--- config.mk ---
export PLATFORM = sky130hd
export DESIGN_NAME = rsc_control
export DESIGN_NICKNAME = d
export VERILOG_FILES = /design/src/rtl/rsc_pkg.sv /design/src/rtl/rsc_control.sv
export SDC_FILE = /design/constraint.sdc
export NUM_CORES = 1
export LEC_CHECK = 0
export BUFFER_PORTS_ARGS = -buffer_cell sky130_fd_sc_hd__buf_4
export CAP_MARGIN = 30
export CORE_AREA = 2 2 393 395
export DETAILED_ROUTE_END_ITERATION = 8
export DIE_AREA = 0 0 395 397
export GPL_ROUTABILITY_DRIVEN = 1
export HOLD_SLACK_MARGIN = 0.03
export SYNTH_ARGS = -nofsm -noshare
export SYNTH_HDL_FRONTEND = slang
export SYNTH_SLANG_ARGS = --single-unit
--- constraint.sdc ---
create_clock -name i_clk -period 5.93 [get_ports i_clk]
set_input_delay 0.2965 -clock i_clk [delete_from_list [all_inputs] [get_ports i_clk]]
set_output_delay 0.2965 -clock i_clk [all_outputs]
set_load 0.02 [all_outputs]
--- src/rtl/rsc_pkg.sv ---
// package for the reconfiguration schedule control block
// assumes a single message clock; message fields arrive as parsed ascii characters
package rsc_pkg;
    localparam int NAME_CHARS    = 16;
    localparam int TIME_CHARS    = 8;
    localparam int FRAME_CHARS   = 6;
    localparam int CAUSE_CHARS   = 4;
    localparam int HOUR_MAX      = 23;
    localparam int MINSEC_MAX    = 59;
    localparam int UPPER_MAX     = 19;
    localparam int LOWER_MAX     = 249;
    localparam logic [7:0] CHAR_COLON = 8'h3A;
    localparam logic [7:0] CHAR_ZERO  = 8'h30;
    localparam logic [7:0] CHAR_NINE  = 8'h39;
    localparam logic       PENDING_RESET = 1'b0;

    // request kinds from upstream
    typedef enum logic [1:0] {
        RSC_REQ_CHANGE = 2'h0,
        RSC_REQ_QUERY  = 2'h1,
        RSC_REQ_CANCEL = 2'h2
    } rsc_req_type;

    // answer kinds to upstream
    typedef enum logic [1:0] {
        RSC_MSG_CONFIRM  = 2'h0,
        RSC_MSG_WITHDRAW = 2'h1,
        RSC_MSG_REJECT   = 2'h2
    } rsc_msg_type;

    // four character cause codes
    localparam logic [31:0] NAME_UNKNOWN_CODE      = 32'h4E414D45;
    localparam logic [31:0] BAD_INSTANT_CODE       = 32'h494E5354;
    localparam logic [31:0] ALREADY_WAITING_CODE   = 32'h50454E44;
    localparam logic [31:0] MISSING_RESOURCE_CODE  = 32'h4E524553;
    localparam logic [31:0] NOTHING_WAITING_CODE   = 32'h4E4F4E45;
    localparam logic [31:0] TOO_LATE_CODE          = 32'h4C415445;

    typedef struct packed {
        logic [NAME_CHARS*8-1:0]  name;
        logic [TIME_CHARS*8-1:0]  utc;
        logic [FRAME_CHARS*8-1:0] frame_count_field;
    } rsc_sched_type;

    typedef struct packed {
        rsc_msg_type              kind;
        rsc_sched_type            sched;
        logic [CAUSE_CHARS*8-1:0] cause;
    } rsc_answer_type;

    typedef enum logic [1:0] {
        RSC_IDLE = 2'h0,
        RSC_WAIT = 2'h1
    } rsc_state_type;
endpackage

--- src/rtl/rsc_control.sv ---
// downstream end of the reconfiguration control exchange
// assumes the message layer hands one parsed request per i_req_valid pulse
// and takes one answer per o_ans_valid pulse; policy inputs come from the ensemble side
// Behaviour
// - confirmation messages are sent only by this device, never accepted from upstream
// - device may impose a change unsolicited with a confirmation message
// - pending is set when any confirmation message is sent
// - change request answered by confirmation if accepted, else rejection
// - confirmation name field must name an existing configuration
// - time field eight chars hh:mm:ss, hours to 23, minutes seconds to 59; checked on change requests only, not on imposed schedules
// - frame count six chars uu:lll, upper to 19, lower to 249; checked on change requests only, not on imposed schedules
// - status query answered by confirmation if pending, else rejection
// - withdraw answered by withdraw-accept, or rejection if refused or nothing pending
// - pending cleared when withdraw is accepted and accept is sent
// - withdraw-accept only from device, sent immediately on cancellation
// - rejections only from device, for change, withdraw or query
// - every rejection carries a cause field
// - cause four chars; change refusals use name, instant, pending, resource codes
// - refused query uses no-pending; refused withdraw uses no-pending or too-late
// - at most one pending reconfiguration at a time
// - pending stays until carried out or cancelled; i_srst also clears it; i_change_done is ignored in a request cycle
// - reserved names current and next never accepted in name field
`timescale 1ns/1ps
module rsc_control (
    // clock and reset
    input  wire logic                   i_clk,
    input  wire logic                   i_srst,
    // requests from upstream
    input  wire logic                   i_req_valid,
    input  rsc_pkg::rsc_req_type        i_req_kind,
    input  rsc_pkg::rsc_sched_type      i_req_sched,
    // ensemble-side policy and events
    input  wire logic                   i_name_known,
    input  wire logic                   i_resource_ok,
    input  wire logic                   i_cancel_late,
    input  wire logic                   i_impose_valid,
    input  rsc_pkg::rsc_sched_type      i_impose_sched,
    input  wire logic                   i_change_done,
    // answers to upstream
    output logic                        o_ans_valid,
    output rsc_pkg::rsc_answer_type     o_ans,
    // schedule state
    output logic                        o_pending,
    output rsc_pkg::rsc_sched_type      o_sched
);
    localparam logic [55:0] RESERVED_CURRENT = 56'h43555252454E54;
    localparam logic [31:0] RESERVED_NEXT    = 32'h4E455854;

    // character pair to value, or 8'hFF when not two digits
    function automatic logic [7:0] two_digits(input logic [15:0] c);
        logic [7:0] hi;
        logic [7:0] lo;
        hi = c[15:8] - rsc_pkg::CHAR_ZERO;
        lo = c[7:0] - rsc_pkg::CHAR_ZERO;
        if (c[15:8] < rsc_pkg::CHAR_ZERO || c[15:8] > rsc_pkg::CHAR_NINE ||
            c[7:0] < rsc_pkg::CHAR_ZERO || c[7:0] > rsc_pkg::CHAR_NINE) begin
            two_digits = 8'hFF;
        end else begin
            two_digits = 8'(hi * 8'h0A + lo);
        end
    endfunction

    function automatic logic is_digit(input logic [7:0] c);
        is_digit = (c >= rsc_pkg::CHAR_ZERO) && (c <= rsc_pkg::CHAR_NINE);
    endfunction

    // name is left justified, padded with zero bytes
    function automatic logic name_reserved(input logic [rsc_pkg::NAME_CHARS*8-1:0] n);
        name_reserved = (n == {RESERVED_CURRENT, 72'h0}) ||
                        (n == {RESERVED_NEXT, 96'h0});
    endfunction

    function automatic logic instant_ok(input rsc_pkg::rsc_sched_type s);
        logic [7:0]  hh;
        logic [7:0]  mm;
        logic [7:0]  ss;
        logic [7:0]  uu;
        logic [9:0]  lll;
        logic        fmt;
        hh  = two_digits(s.utc[63:48]);
        mm  = two_digits(s.utc[39:24]);
        ss  = two_digits(s.utc[15:0]);
        uu  = two_digits(s.frame_count_field[47:32]);
        lll = 10'((s.frame_count_field[23:16] - rsc_pkg::CHAR_ZERO) * 7'd100) +
              10'(two_digits(s.frame_count_field[15:0]));
        fmt = (s.utc[47:40] == rsc_pkg::CHAR_COLON) && (s.utc[23:16] == rsc_pkg::CHAR_COLON) &&
              (s.frame_count_field[31:24] == rsc_pkg::CHAR_COLON) &&
              is_digit(s.frame_count_field[23:16]) &&
              two_digits(s.frame_count_field[15:0]) != 8'hFF;
        instant_ok = fmt && hh <= 8'(rsc_pkg::HOUR_MAX) && mm <= 8'(rsc_pkg::MINSEC_MAX) &&
                     ss <= 8'(rsc_pkg::MINSEC_MAX) && uu <= 8'(rsc_pkg::UPPER_MAX) &&
                     lll <= 10'(rsc_pkg::LOWER_MAX);
    endfunction

    rsc_pkg::rsc_state_type   state;
    rsc_pkg::rsc_sched_type   sched;
    rsc_pkg::rsc_answer_type  next_ans;
    logic                     next_ans_valid;
    logic                     next_pending;

    // request decode
    wire logic req_change = i_req_valid && i_req_kind == rsc_pkg::RSC_REQ_CHANGE;
    wire logic req_query  = i_req_valid && i_req_kind == rsc_pkg::RSC_REQ_QUERY;
    wire logic req_cancel = i_req_valid && i_req_kind == rsc_pkg::RSC_REQ_CANCEL;
    wire logic is_pending = state == rsc_pkg::RSC_WAIT;
    // imposed change is honoured only when idle and no request shares the cycle
    wire logic impose_go  = i_impose_valid && !is_pending && !i_req_valid &&
                            i_name_known && !name_reserved(i_impose_sched.name);
    wire logic bad_instant_code_good  = instant_ok(i_req_sched);
    wire logic name_good  = i_name_known && !name_reserved(i_req_sched.name);
    wire logic change_acc = req_change && !is_pending && name_good && bad_instant_code_good &&
                            i_resource_ok;
    wire logic cancel_acc = req_cancel && is_pending && !i_cancel_late;

    // change request cause priority
    wire logic [31:0] change_cause =
        is_pending  ? rsc_pkg::ALREADY_WAITING_CODE :
        !name_good  ? rsc_pkg::NAME_UNKNOWN_CODE :
        !bad_instant_code_good  ? rsc_pkg::BAD_INSTANT_CODE :
                      rsc_pkg::MISSING_RESOURCE_CODE;
    wire logic [31:0] cancel_cause =
        !is_pending ? rsc_pkg::NOTHING_WAITING_CODE : rsc_pkg::TOO_LATE_CODE;

    always_comb begin
        next_ans_valid   = 1'b0;
        next_ans         = '0;
        next_ans.kind    = rsc_pkg::RSC_MSG_REJECT;
        next_ans.sched   = sched;
        next_pending     = is_pending;
        if (i_change_done && is_pending && !i_req_valid) begin
            next_pending = 1'b0;
        end
        if (req_change) begin
            next_ans_valid = 1'b1;
            if (change_acc) begin
                next_ans.kind  = rsc_pkg::RSC_MSG_CONFIRM;
                next_ans.sched = i_req_sched;
                next_pending   = 1'b1;
            end else begin
                next_ans.cause = change_cause;
            end
        end else if (req_query) begin
            next_ans_valid = 1'b1;
            if (is_pending) begin
                next_ans.kind = rsc_pkg::RSC_MSG_CONFIRM;
            end else begin
                next_ans.cause = rsc_pkg::NOTHING_WAITING_CODE;
            end
        end else if (req_cancel) begin
            next_ans_valid = 1'b1;
            if (cancel_acc) begin
                next_ans.kind = rsc_pkg::RSC_MSG_WITHDRAW;
                next_pending  = 1'b0;
            end else begin
                next_ans.cause = cancel_cause;
            end
        end else if (impose_go) begin
            next_ans_valid = 1'b1;
            next_ans.kind  = rsc_pkg::RSC_MSG_CONFIRM;
            next_ans.sched = i_impose_sched;
            next_pending   = 1'b1;
        end
    end

    always_ff @(posedge i_clk) begin
        if (i_srst) begin
            state <= rsc_pkg::RSC_IDLE;
            sched <= '0;
        end else begin
            state <= next_pending ? rsc_pkg::RSC_WAIT : rsc_pkg::RSC_IDLE;
            if (next_ans_valid && next_ans.kind == rsc_pkg::RSC_MSG_CONFIRM) begin
                sched <= next_ans.sched;
            end
        end
    end

    always_ff @(posedge i_clk) begin
        if (i_srst) begin
            o_ans_valid <= 1'b0;
            o_ans       <= '0;
            o_pending   <= rsc_pkg::PENDING_RESET;
            o_sched     <= '0;
        end else begin
            o_ans_valid <= next_ans_valid;
            o_ans       <= next_ans;
            o_pending   <= next_pending;
            o_sched     <= next_ans_valid && next_ans.kind == rsc_pkg::RSC_MSG_CONFIRM ?
                           next_ans.sched : sched;
        end
    end

    confirm_sets_a: assert property (@(posedge i_clk) disable iff (i_srst)
        o_ans_valid && o_ans.kind == rsc_pkg::RSC_MSG_CONFIRM |-> o_pending)
        else $error("confirmation sent without pending state");
    withdraw_clears_a: assert property (@(posedge i_clk) disable iff (i_srst)
        o_ans_valid && o_ans.kind == rsc_pkg::RSC_MSG_WITHDRAW |-> !o_pending)
        else $error("withdraw accept left pending set");
    change_answer_a: assert property (@(posedge i_clk) disable iff (i_srst)
        req_change |=> o_ans_valid && o_ans.kind != rsc_pkg::RSC_MSG_WITHDRAW)
        else $error("change request not answered");
    query_answer_a: assert property (@(posedge i_clk) disable iff (i_srst)
        req_query |=> o_ans_valid && ((o_ans.kind == rsc_pkg::RSC_MSG_CONFIRM) ==
        $past(is_pending)))
        else $error("query answer disagrees with pending");
    busy_refuse_a: assert property (@(posedge i_clk) disable iff (i_srst)
        req_change && is_pending |=> o_ans.cause == rsc_pkg::ALREADY_WAITING_CODE &&
        $stable(sched))
        else $error("change while pending not refused");
    reject_cause_a: assert property (@(posedge i_clk) disable iff (i_srst)
        o_ans_valid && o_ans.kind == rsc_pkg::RSC_MSG_REJECT |-> o_ans.cause != '0)
        else $error("rejection without cause");
    cancel_idle_a: assert property (@(posedge i_clk) disable iff (i_srst)
        req_cancel && !is_pending |=> o_ans.kind == rsc_pkg::RSC_MSG_REJECT &&
        o_ans.cause == rsc_pkg::NOTHING_WAITING_CODE)
        else $error("withdraw with nothing pending not refused");
    bad_instant_a: assert property (@(posedge i_clk) disable iff (i_srst)
        req_change && !is_pending && name_good && !bad_instant_code_good |=>
        o_ans.cause == rsc_pkg::BAD_INSTANT_CODE)
        else $error("malformed instant not refused");
    pending_hold_a: assert property (@(posedge i_clk) disable iff (i_srst)
        is_pending && !i_change_done && !req_cancel |=> is_pending)
        else $error("pending dropped without cause");
endmodule

==> run summary, run 1 <==
Clk pwr share -> 39.1%
period utilization -> 95.9%
Avg Synthesized Cell Area -> 10.1 um2
dominant synthesized flop cell -> dfxtp_1
Worst Skew -> 28.2 ps
post-synthesis cell count -> 2161
CP Launch Type -> primary input
worst skew pair latency -> 660 ps
largest family of logic cells by synthesized area -> compound AO/OA/AOI/OAI gates
Die Y -> 397 um
filler instances -> 16319
Min Clock Period, post-route -> 5690 ps
port bufs -> 996
Final Hold Fails -> 0
die area -> 157000 um2
mux contribution to synthesized area -> 0%
yosys warns -> 0
Post-synth EDFFs -> 0
starting DRC count in detailed routing -> 1785
Max-Cap Viols -> 0
GR Util All Layers -> 18.3%
initial antenna violation count -> 26
post-synthesis xor/xnor area fraction -> 2.88%
H-tree depth -> 2
share of layout cells above drive strength 1 -> 40.3%
dpl hpwl -> 125000 um
starting density of the core -> 14.3%
num rows -> 144
max-slew violation count -> 0
worst slack, placed -> -10.4 ps
Comb power frac -> 23.9%
post-layout instance area -> 38400 um2
# nets final -> 4188
actual slew at the worst max-slew pin -> 928 ps
Max clock buf depth -> 3
CP Data Arrival Time -> 6210 ps
WL final -> 152000 um
Via density -> 4.31
critical path type -> in2reg
largest net degree at the start of global routing -> 91
Die X -> 395 um
Compound-Gate Fraction of Synth Area -> 24.8%
Final setup viols -> 0
M3 GR Usage -> 4.12%
M1 GR Usage -> 23.6%
vias after detailed routing -> 24419
setup ws final -> 243 ps
routed len/inst -> 26.7 um
drc violations -> 0
routability cong. -> 0.955
area of the core -> 153000 um2
met2 Track Usage GR -> 29.4%
# IOs -> 1006
Internal -> 0.00676 W
CP Capture Type -> register
RSZ-0062 raised after global routing -> false
Routed Antenna Nets -> 0
clock sink total -> 501
Max IR drop VDD -> 0.205 mV
grt ovf -> 0
DP Area -> 32300 um2
Reg clk slew, reported paths -> 70 ps
sw power -> 0.00299 W
area occupied by multi-input gates -> 10800 um2
first-pass GRT wire length -> 200000 um
post-synthesis adder-cell area fraction -> 7.94%
Yosys reg bits -> 501
vias in the first global route -> 23909
worst-path fanout max -> 34
worst hold path class -> in2reg
max_slew headroom -> 37.9%
mapped cell area -> 21900 um2
flip-flop and latch area -> 10000 um2
sequential area share after synthesis -> 45.9%
Leak -> 17.1 nW
status -> finished, final reports clean
achievable frequency -> 176 MHz
ys async rst share -> 0%
Pwr Density -> 254 nW/um2
sequential fraction of design power -> 37.1%
post-synth cell types -> 59
# Post-CTS Setup Buffers -> 0
Req. time, crit path -> 6450 ps
TritonCTS clock tree -> yes
Area Overhead vs Synth -> 75.5%
Simple-Gate Fraction of Synth Area -> 13.2%
sw frac -> 30.6%
CTS Buf Count -> 58
DRT Pass-1 Iters -> 5
gr busiest metal -> met2
Root Driver -> clkbuf_16
[state kept, by name, summed over array words and instances (netlist names)]
register     cells
o_ans          259
o_ans_valid      1
o_sched        240
o_pending        1
[repair_timing]
action | 4_1_cts | 5_1_grt
endpoints found under the hold margin | 452 | 0
resized for setup | 0 | 4
hold buffers | 408 | 0
endpoints found under the setup margin | 0 | 49
[synthesized netlist by cell type (5+ instances only)]
master      n  area [um2]
a21oi_1    98         490
a31oi_1     5        31.3
clkbuf_1   62         233
ha_1      118        1480
nand2_1    68         255
fa_1       13         260
nand4_1    22         138
a21o_1     17         128
nor4_1     51         319
nor3_1     15        75.1
buf_1      15        56.3
inv_1      74         278
xnor2_1    37         324
nand2b_1    7        43.8
nor4bb_1    8        80.1
a22o_1    147        1290
nor2_1    344        1290
buf_6       7        78.8
o221a_1    23         259
xnor3_1     7         158
a211oi_1    5        37.5
nand3_1    46         230
xor2_1     17         149
o21ai_0    23         115
buf_4      27         203
nor4b_1    13         114
o221a_2   247        2780
o22ai_1    24         150
buf_2      59         295
dfxtp_1   501       10000
nand4b_1    7        61.3
[cell usage in the layout (no fill, tap or decap), types with 45 or more instances in the layout]
cell / synthesis / routed
inv_1: 74 / 74
clkbuf_16: 0 / 60
ha_1: 118 / 118
dlygate4sd3_1: 0 / 408
dfxtp_1: 501 / 501
nor2_1: 344 / 343
a21oi_1: 98 / 98
buf_4: 27 / 1070
nand2_1: 68 / 68
o221a_2: 247 / 247
nor4_1: 51 / 45
nand3_1: 46 / 46
a22o_1: 147 / 147
[path summary, 6_finish.rpt]
kind / start / endpoint / slack (ps) / cells past startpoint
worst max register to register: o_pending$_SDFF_PP0_ / o_pending$_SDFF_PP0_ / 2500 / 7
worst min-delay path: i_impose_sched[165] / o_ans[197]$_SDFF_PP0_ / 90 / 4
worst min register to register: o_sched[7]$_SDFFE_PP0P_ / o_ans[39]$_SDFF_PP0_ / 500 / 2
worst max-delay path: i_impose_sched[138] / o_pending$_SDFF_PP0_ / 240 / 14
[kinds of logic after synthesis]
| kind of cell | after synthesis |
|---|---|
| XOR/XNOR | 61 |
| adder cells (fa/ha/maj) | 131 |
| other | 1 |
| flip-flops | 501 |
| AO/OA/AOI/OAI | 607 |
| buffers and inverters | 244 |
| AND/OR/NAND/NOR | 616 |
[metal layers]
layer  share of wire [%]  wire, um
met1                  42     64400
met2                  46     69300
met3                 7.4     11300
met4                 4.4      6670
met5               0.032        49
[critical path, cell delays in order]
cell           delay [ps]
dlygate4sd3_1         540
buf_4                 150
nor4_1                700
nand4_1               140
or4_1                 680
or4_1                 790
o21ai_1               380
or2_4                 650
buf_4                 410
a21oi_1               110
dlygate4sd3_1         570
a21oi_1               140
dlygate4sd3_1         580
nor3_1                 50
[power groups by stage]
stage	sequential (W)	clock [W]	combinational, W
finish	0.00361	0.00381	0.00233
global route	0.00362	0.00402	0.00250
CTS	0.00361	0.00391	0.00235
detailed placement	0.00368	0	0.00213
global placement	0.00368	0	0.00212
floorplan	0.00383	0	0.000832
[area by class of cell]
cell class                      instances  share of cell area, %
Antenna cell                           13                 0.0848
Clock buffer                           84                   4.38
Clock inverter                         24                  0.753
Inverter                               74                  0.724
Multi-Input combinational cell       1424                   28.2
Sequential cell                       501                   26.1
Tap cell                             2044                   6.67
Timing Repair Buffer                 1508                   33.1
[through the flow]
step	instances	hold slack (ps)	total power, W	TNS, ps	utilization [%]
finish	5672	93.4	0.00975	0	25.1
CTS	5659	30.1	0.00987	0	25.0
detailed placement	5143	486	0.00581	-58.3	21.1
global route	5661	66.6	0.0101	0	25.1
global placement	5141	477	0.00580	-36370	21.1
floorplan	2169	369	0.00466	0	-
(Power assumes the default switching activity.)
==> run 2, diff against run 1 <==
- RECOVER_POWER: default -> 50
==> run 2 against run 1 <==
Compared with the run above: hold slack better by 2.2 ps; register-to-register slack about the same; clock power about the same; largest power group unchanged.
==> run summary, run 2 (synthesized netlist as in run 1, its figures left out) <==
CP Launch Type -> primary input
drc violations -> 0 (unchanged)
Top reg by flops -> o_ans
H-tree depth -> 2 (unchanged)
area occupied by multi-input gates -> 10800 um2 (unchanged)
Via density -> 4.29 (-0.45%)
CP cell instances -> dlygate4sd3_1, buf_4, nor4_1, nand4_1, or4_1, or4_1, o21ai_1, or2_4, buf_4, a21oi_1, dlygate4sd3_1, a21oi_1, dlygate4sd3_1, nor3_1
setup ws final -> 234 ps (-9.28 ps)
# nets final -> 4188 (unchanged)
Routed Antenna Nets -> 0 (unchanged)
crit path max-delay cell type -> or4_1
actual slew at the worst max-slew pin -> 1120 ps (+188 ps)
CTS Buf Count -> 58 (unchanged)
Req. time, crit path -> 6450 ps (about the same)
port bufs -> 996 (unchanged)
grt ovf -> 0 (unchanged)
most frequent cells in the layout -> 567 x buf_4, 518 x clkbuf_1, 501 x dfxtp_1, 408 x dlygate4sd3_1, 343 x nor2_1
most common cell after layout, fill and taps aside -> buf_4
Internal -> 0.00664 W (-1.7%)
starting density of the core -> 14.3% (unchanged)
Die Y -> 397 um (unchanged)
worst r2r path cells -> 7 (unchanged)
CP Data Arrival Time -> 6220 ps (about the same)
max reg flops -> 259 (unchanged)
Final setup viols -> 0 (unchanged)
routability cong. -> 0.955 (unchanged)
num rows -> 144 (unchanged)
max_slew headroom -> 25.9% (-12 points)
# Post-CTS Setup Buffers -> 0 (unchanged)
filler instances -> 16809 (+3.0%)
DP Area -> 32300 um2 (unchanged)
worst-path fanout max -> 34 (unchanged)
first-pass GRT wire length -> 200000 um (unchanged)
period utilization -> 96.1% (+0.16 points)
Min Hold Slack -> 95.6 ps (+2.16 ps)
# IOs -> 1006 (unchanged)
max-slew violation count -> 0 (unchanged)
R2R setup slack -> 2490 ps (about the same)
WL final -> 151000 um (-0.16%)
dpl hpwl -> 125000 um (unchanged)
routed len/inst -> 26.7 um (-0.11%)
initial antenna violation count -> 28 (+7.7%)
sw power -> 0.00297 W (-0.42%)
FF-to-FF Start -> o_pending$_SDFF_PP0_
Max-Cap Viols -> 0 (unchanged)
Area Overhead vs Synth -> 66.8%
share of layout cells above drive strength 1 -> 26.4% (-14 points)
die area -> 157000 um2 (unchanged)
CP dominant cell by count -> dlygate4sd3_1
TritonCTS clock tree -> yes
Max IR drop VDD -> 0.204 mV (-0.40%)
Root Driver -> clkbuf_16
Final Hold Fails -> 0 (unchanged)
Worst Skew -> 25.7 ps (-2.53 ps)
worst skew pair latency -> 660 ps (about the same)
vias after detailed routing -> 24296 (-0.50%)
hold_sp -> i_impose_sched[165]
Hold Path Stages -> 4 (unchanged)
CP max stage delay -> 790 ps (about the same)
sw frac -> 30.9% (+0.28 points)
worst slack, placed -> -10.4 ps (unchanged)
vias in the first global route -> 23909 (unchanged)
Min Clock Period, post-route -> 5700 ps (+9.28 ps)
DRT Pass-1 Iters -> 6 (+1)
CP Capture Type -> register
Pwr Density -> 264 nW/um2 (+3.8%)
clock sink total -> 501 (unchanged)
Reg clk slew, reported paths -> 60 ps (about the same)
Endpoint, Worst Hold -> o_ans[197]$_SDFF_PP0_
Power Total -> 0.00962 W (-1.3%)
Leak -> 15.0 nW (-12%)
area of the core -> 153000 um2 (unchanged)
GR Util All Layers -> 18.3% (unchanged)
biggest regs -> o_ans: 259 flops, o_sched: 240 flops
RSZ-0062 raised after global routing -> false
Comb power frac -> 23.0% (-0.9 points)
reg-to-reg critical path endpoint -> o_pending$_SDFF_PP0_
critical path type -> in2reg
status -> finished, final reports clean
largest net degree at the start of global routing -> 91 (unchanged)
starting DRC count in detailed routing -> 1674 (-6.2%)
Max clock buf depth -> 3 (unchanged)
achievable frequency -> 176 MHz (-0.16%)
sequential fraction of design power -> 37.5% (+0.4 points)
worst hold path class -> in2reg
post-layout instance area -> 36500 um2 (-4.9%)
Die X -> 395 um (unchanged)
Clk pwr share -> 39.5% (+0.4 points)
flip-flop and latch area -> 10000 um2 (unchanged)
==> run 2: repair_timing <==
action	CTS	global route
setup endpoints to repair	0	49
hold buffers	408	0
gates resized for setup	0	4
hold endpoints to repair	452	0
==> run 2: stage by stage <==
step	std cells	TNS [ps]	utilization [%]
after floorplan	2169	0	-
after global placement	5141	-36370	21.1
after detailed placement	5143	-58.3	21.1
after CTS	5659	0	25.0
after global routing	5661	0	23.8
final	5669	0	23.8
==> run 2: cell type report <==
class | instances | area share [%]
Clock buffer | 84 | 4.61
Sequential cell | 501 | 27.5
Clock inverter | 24 | 0.793
Multi-Input combinational cell | 1424 | 29.6
Antenna cell | 10 | 0.0686
Inverter | 74 | 0.762
Timing Repair Buffer | 1508 | 29.6
Tap cell | 2044 | 7.01
==> run 2: power groups by stage <==
stage	registers, W	logic (W)	clock network, W
detailed placement	0.00368	0.00213	0
global placement	0.00368	0.00212	0
global route	0.00362	0.00238	0.00402
floorplan	0.00383	0.000832	0
finish	0.00361	0.00221	0.00380
CTS	0.00361	0.00235	0.00391
==> run 2: per-layer routing <==
| metal | GRT usage [%] | vias to the layer above | wire [um] |
|---|---|---|---|
| met5 | 0 | - | 126 |
| met4 | 7.48 | 8 | 6750 |
| met3 | 4.12 | 214 | 11600 |
| met2 | 29.4 | 1116 | 69100 |
| met1 | 23.6 | 12015 | 63900 |
| li1 | - | 10943 | - |
==> run 2: worst max-delay path: cells and delay by family <==
kind / cells / cell delay, ps
compound gates: 3 / 630
buf+inv: 5 / 2250
simple gates: 6 / 3020
==> run 2: how the worst max path moves through the flow <==
| stage | end | cells past startpoint | slack [ps] | from |
|---|---|---|---|---|
| after floorplan | o_sched[218]$_SDFFE_PP0P_ | 23 | 1120 | i_req_sched[9] |
| after global placement | o_ans[151]$_SDFF_PP0_ | 25 | -180 | i_req_sched[12] |
| after detailed placement | o_ans[176]$_SDFF_PP0_ | 25 | -10 | i_req_sched[11] |
| after CTS | o_sched[145]$_SDFFE_PP0P_ | 26 | 190 | i_req_sched[12] |
| after global routing | o_sched[60]$_SDFFE_PP0P_ | 26 | 30 | i_req_sched[12] |
| final | o_pending$_SDFF_PP0_ | 14 | 230 | i_impose_sched[138] |
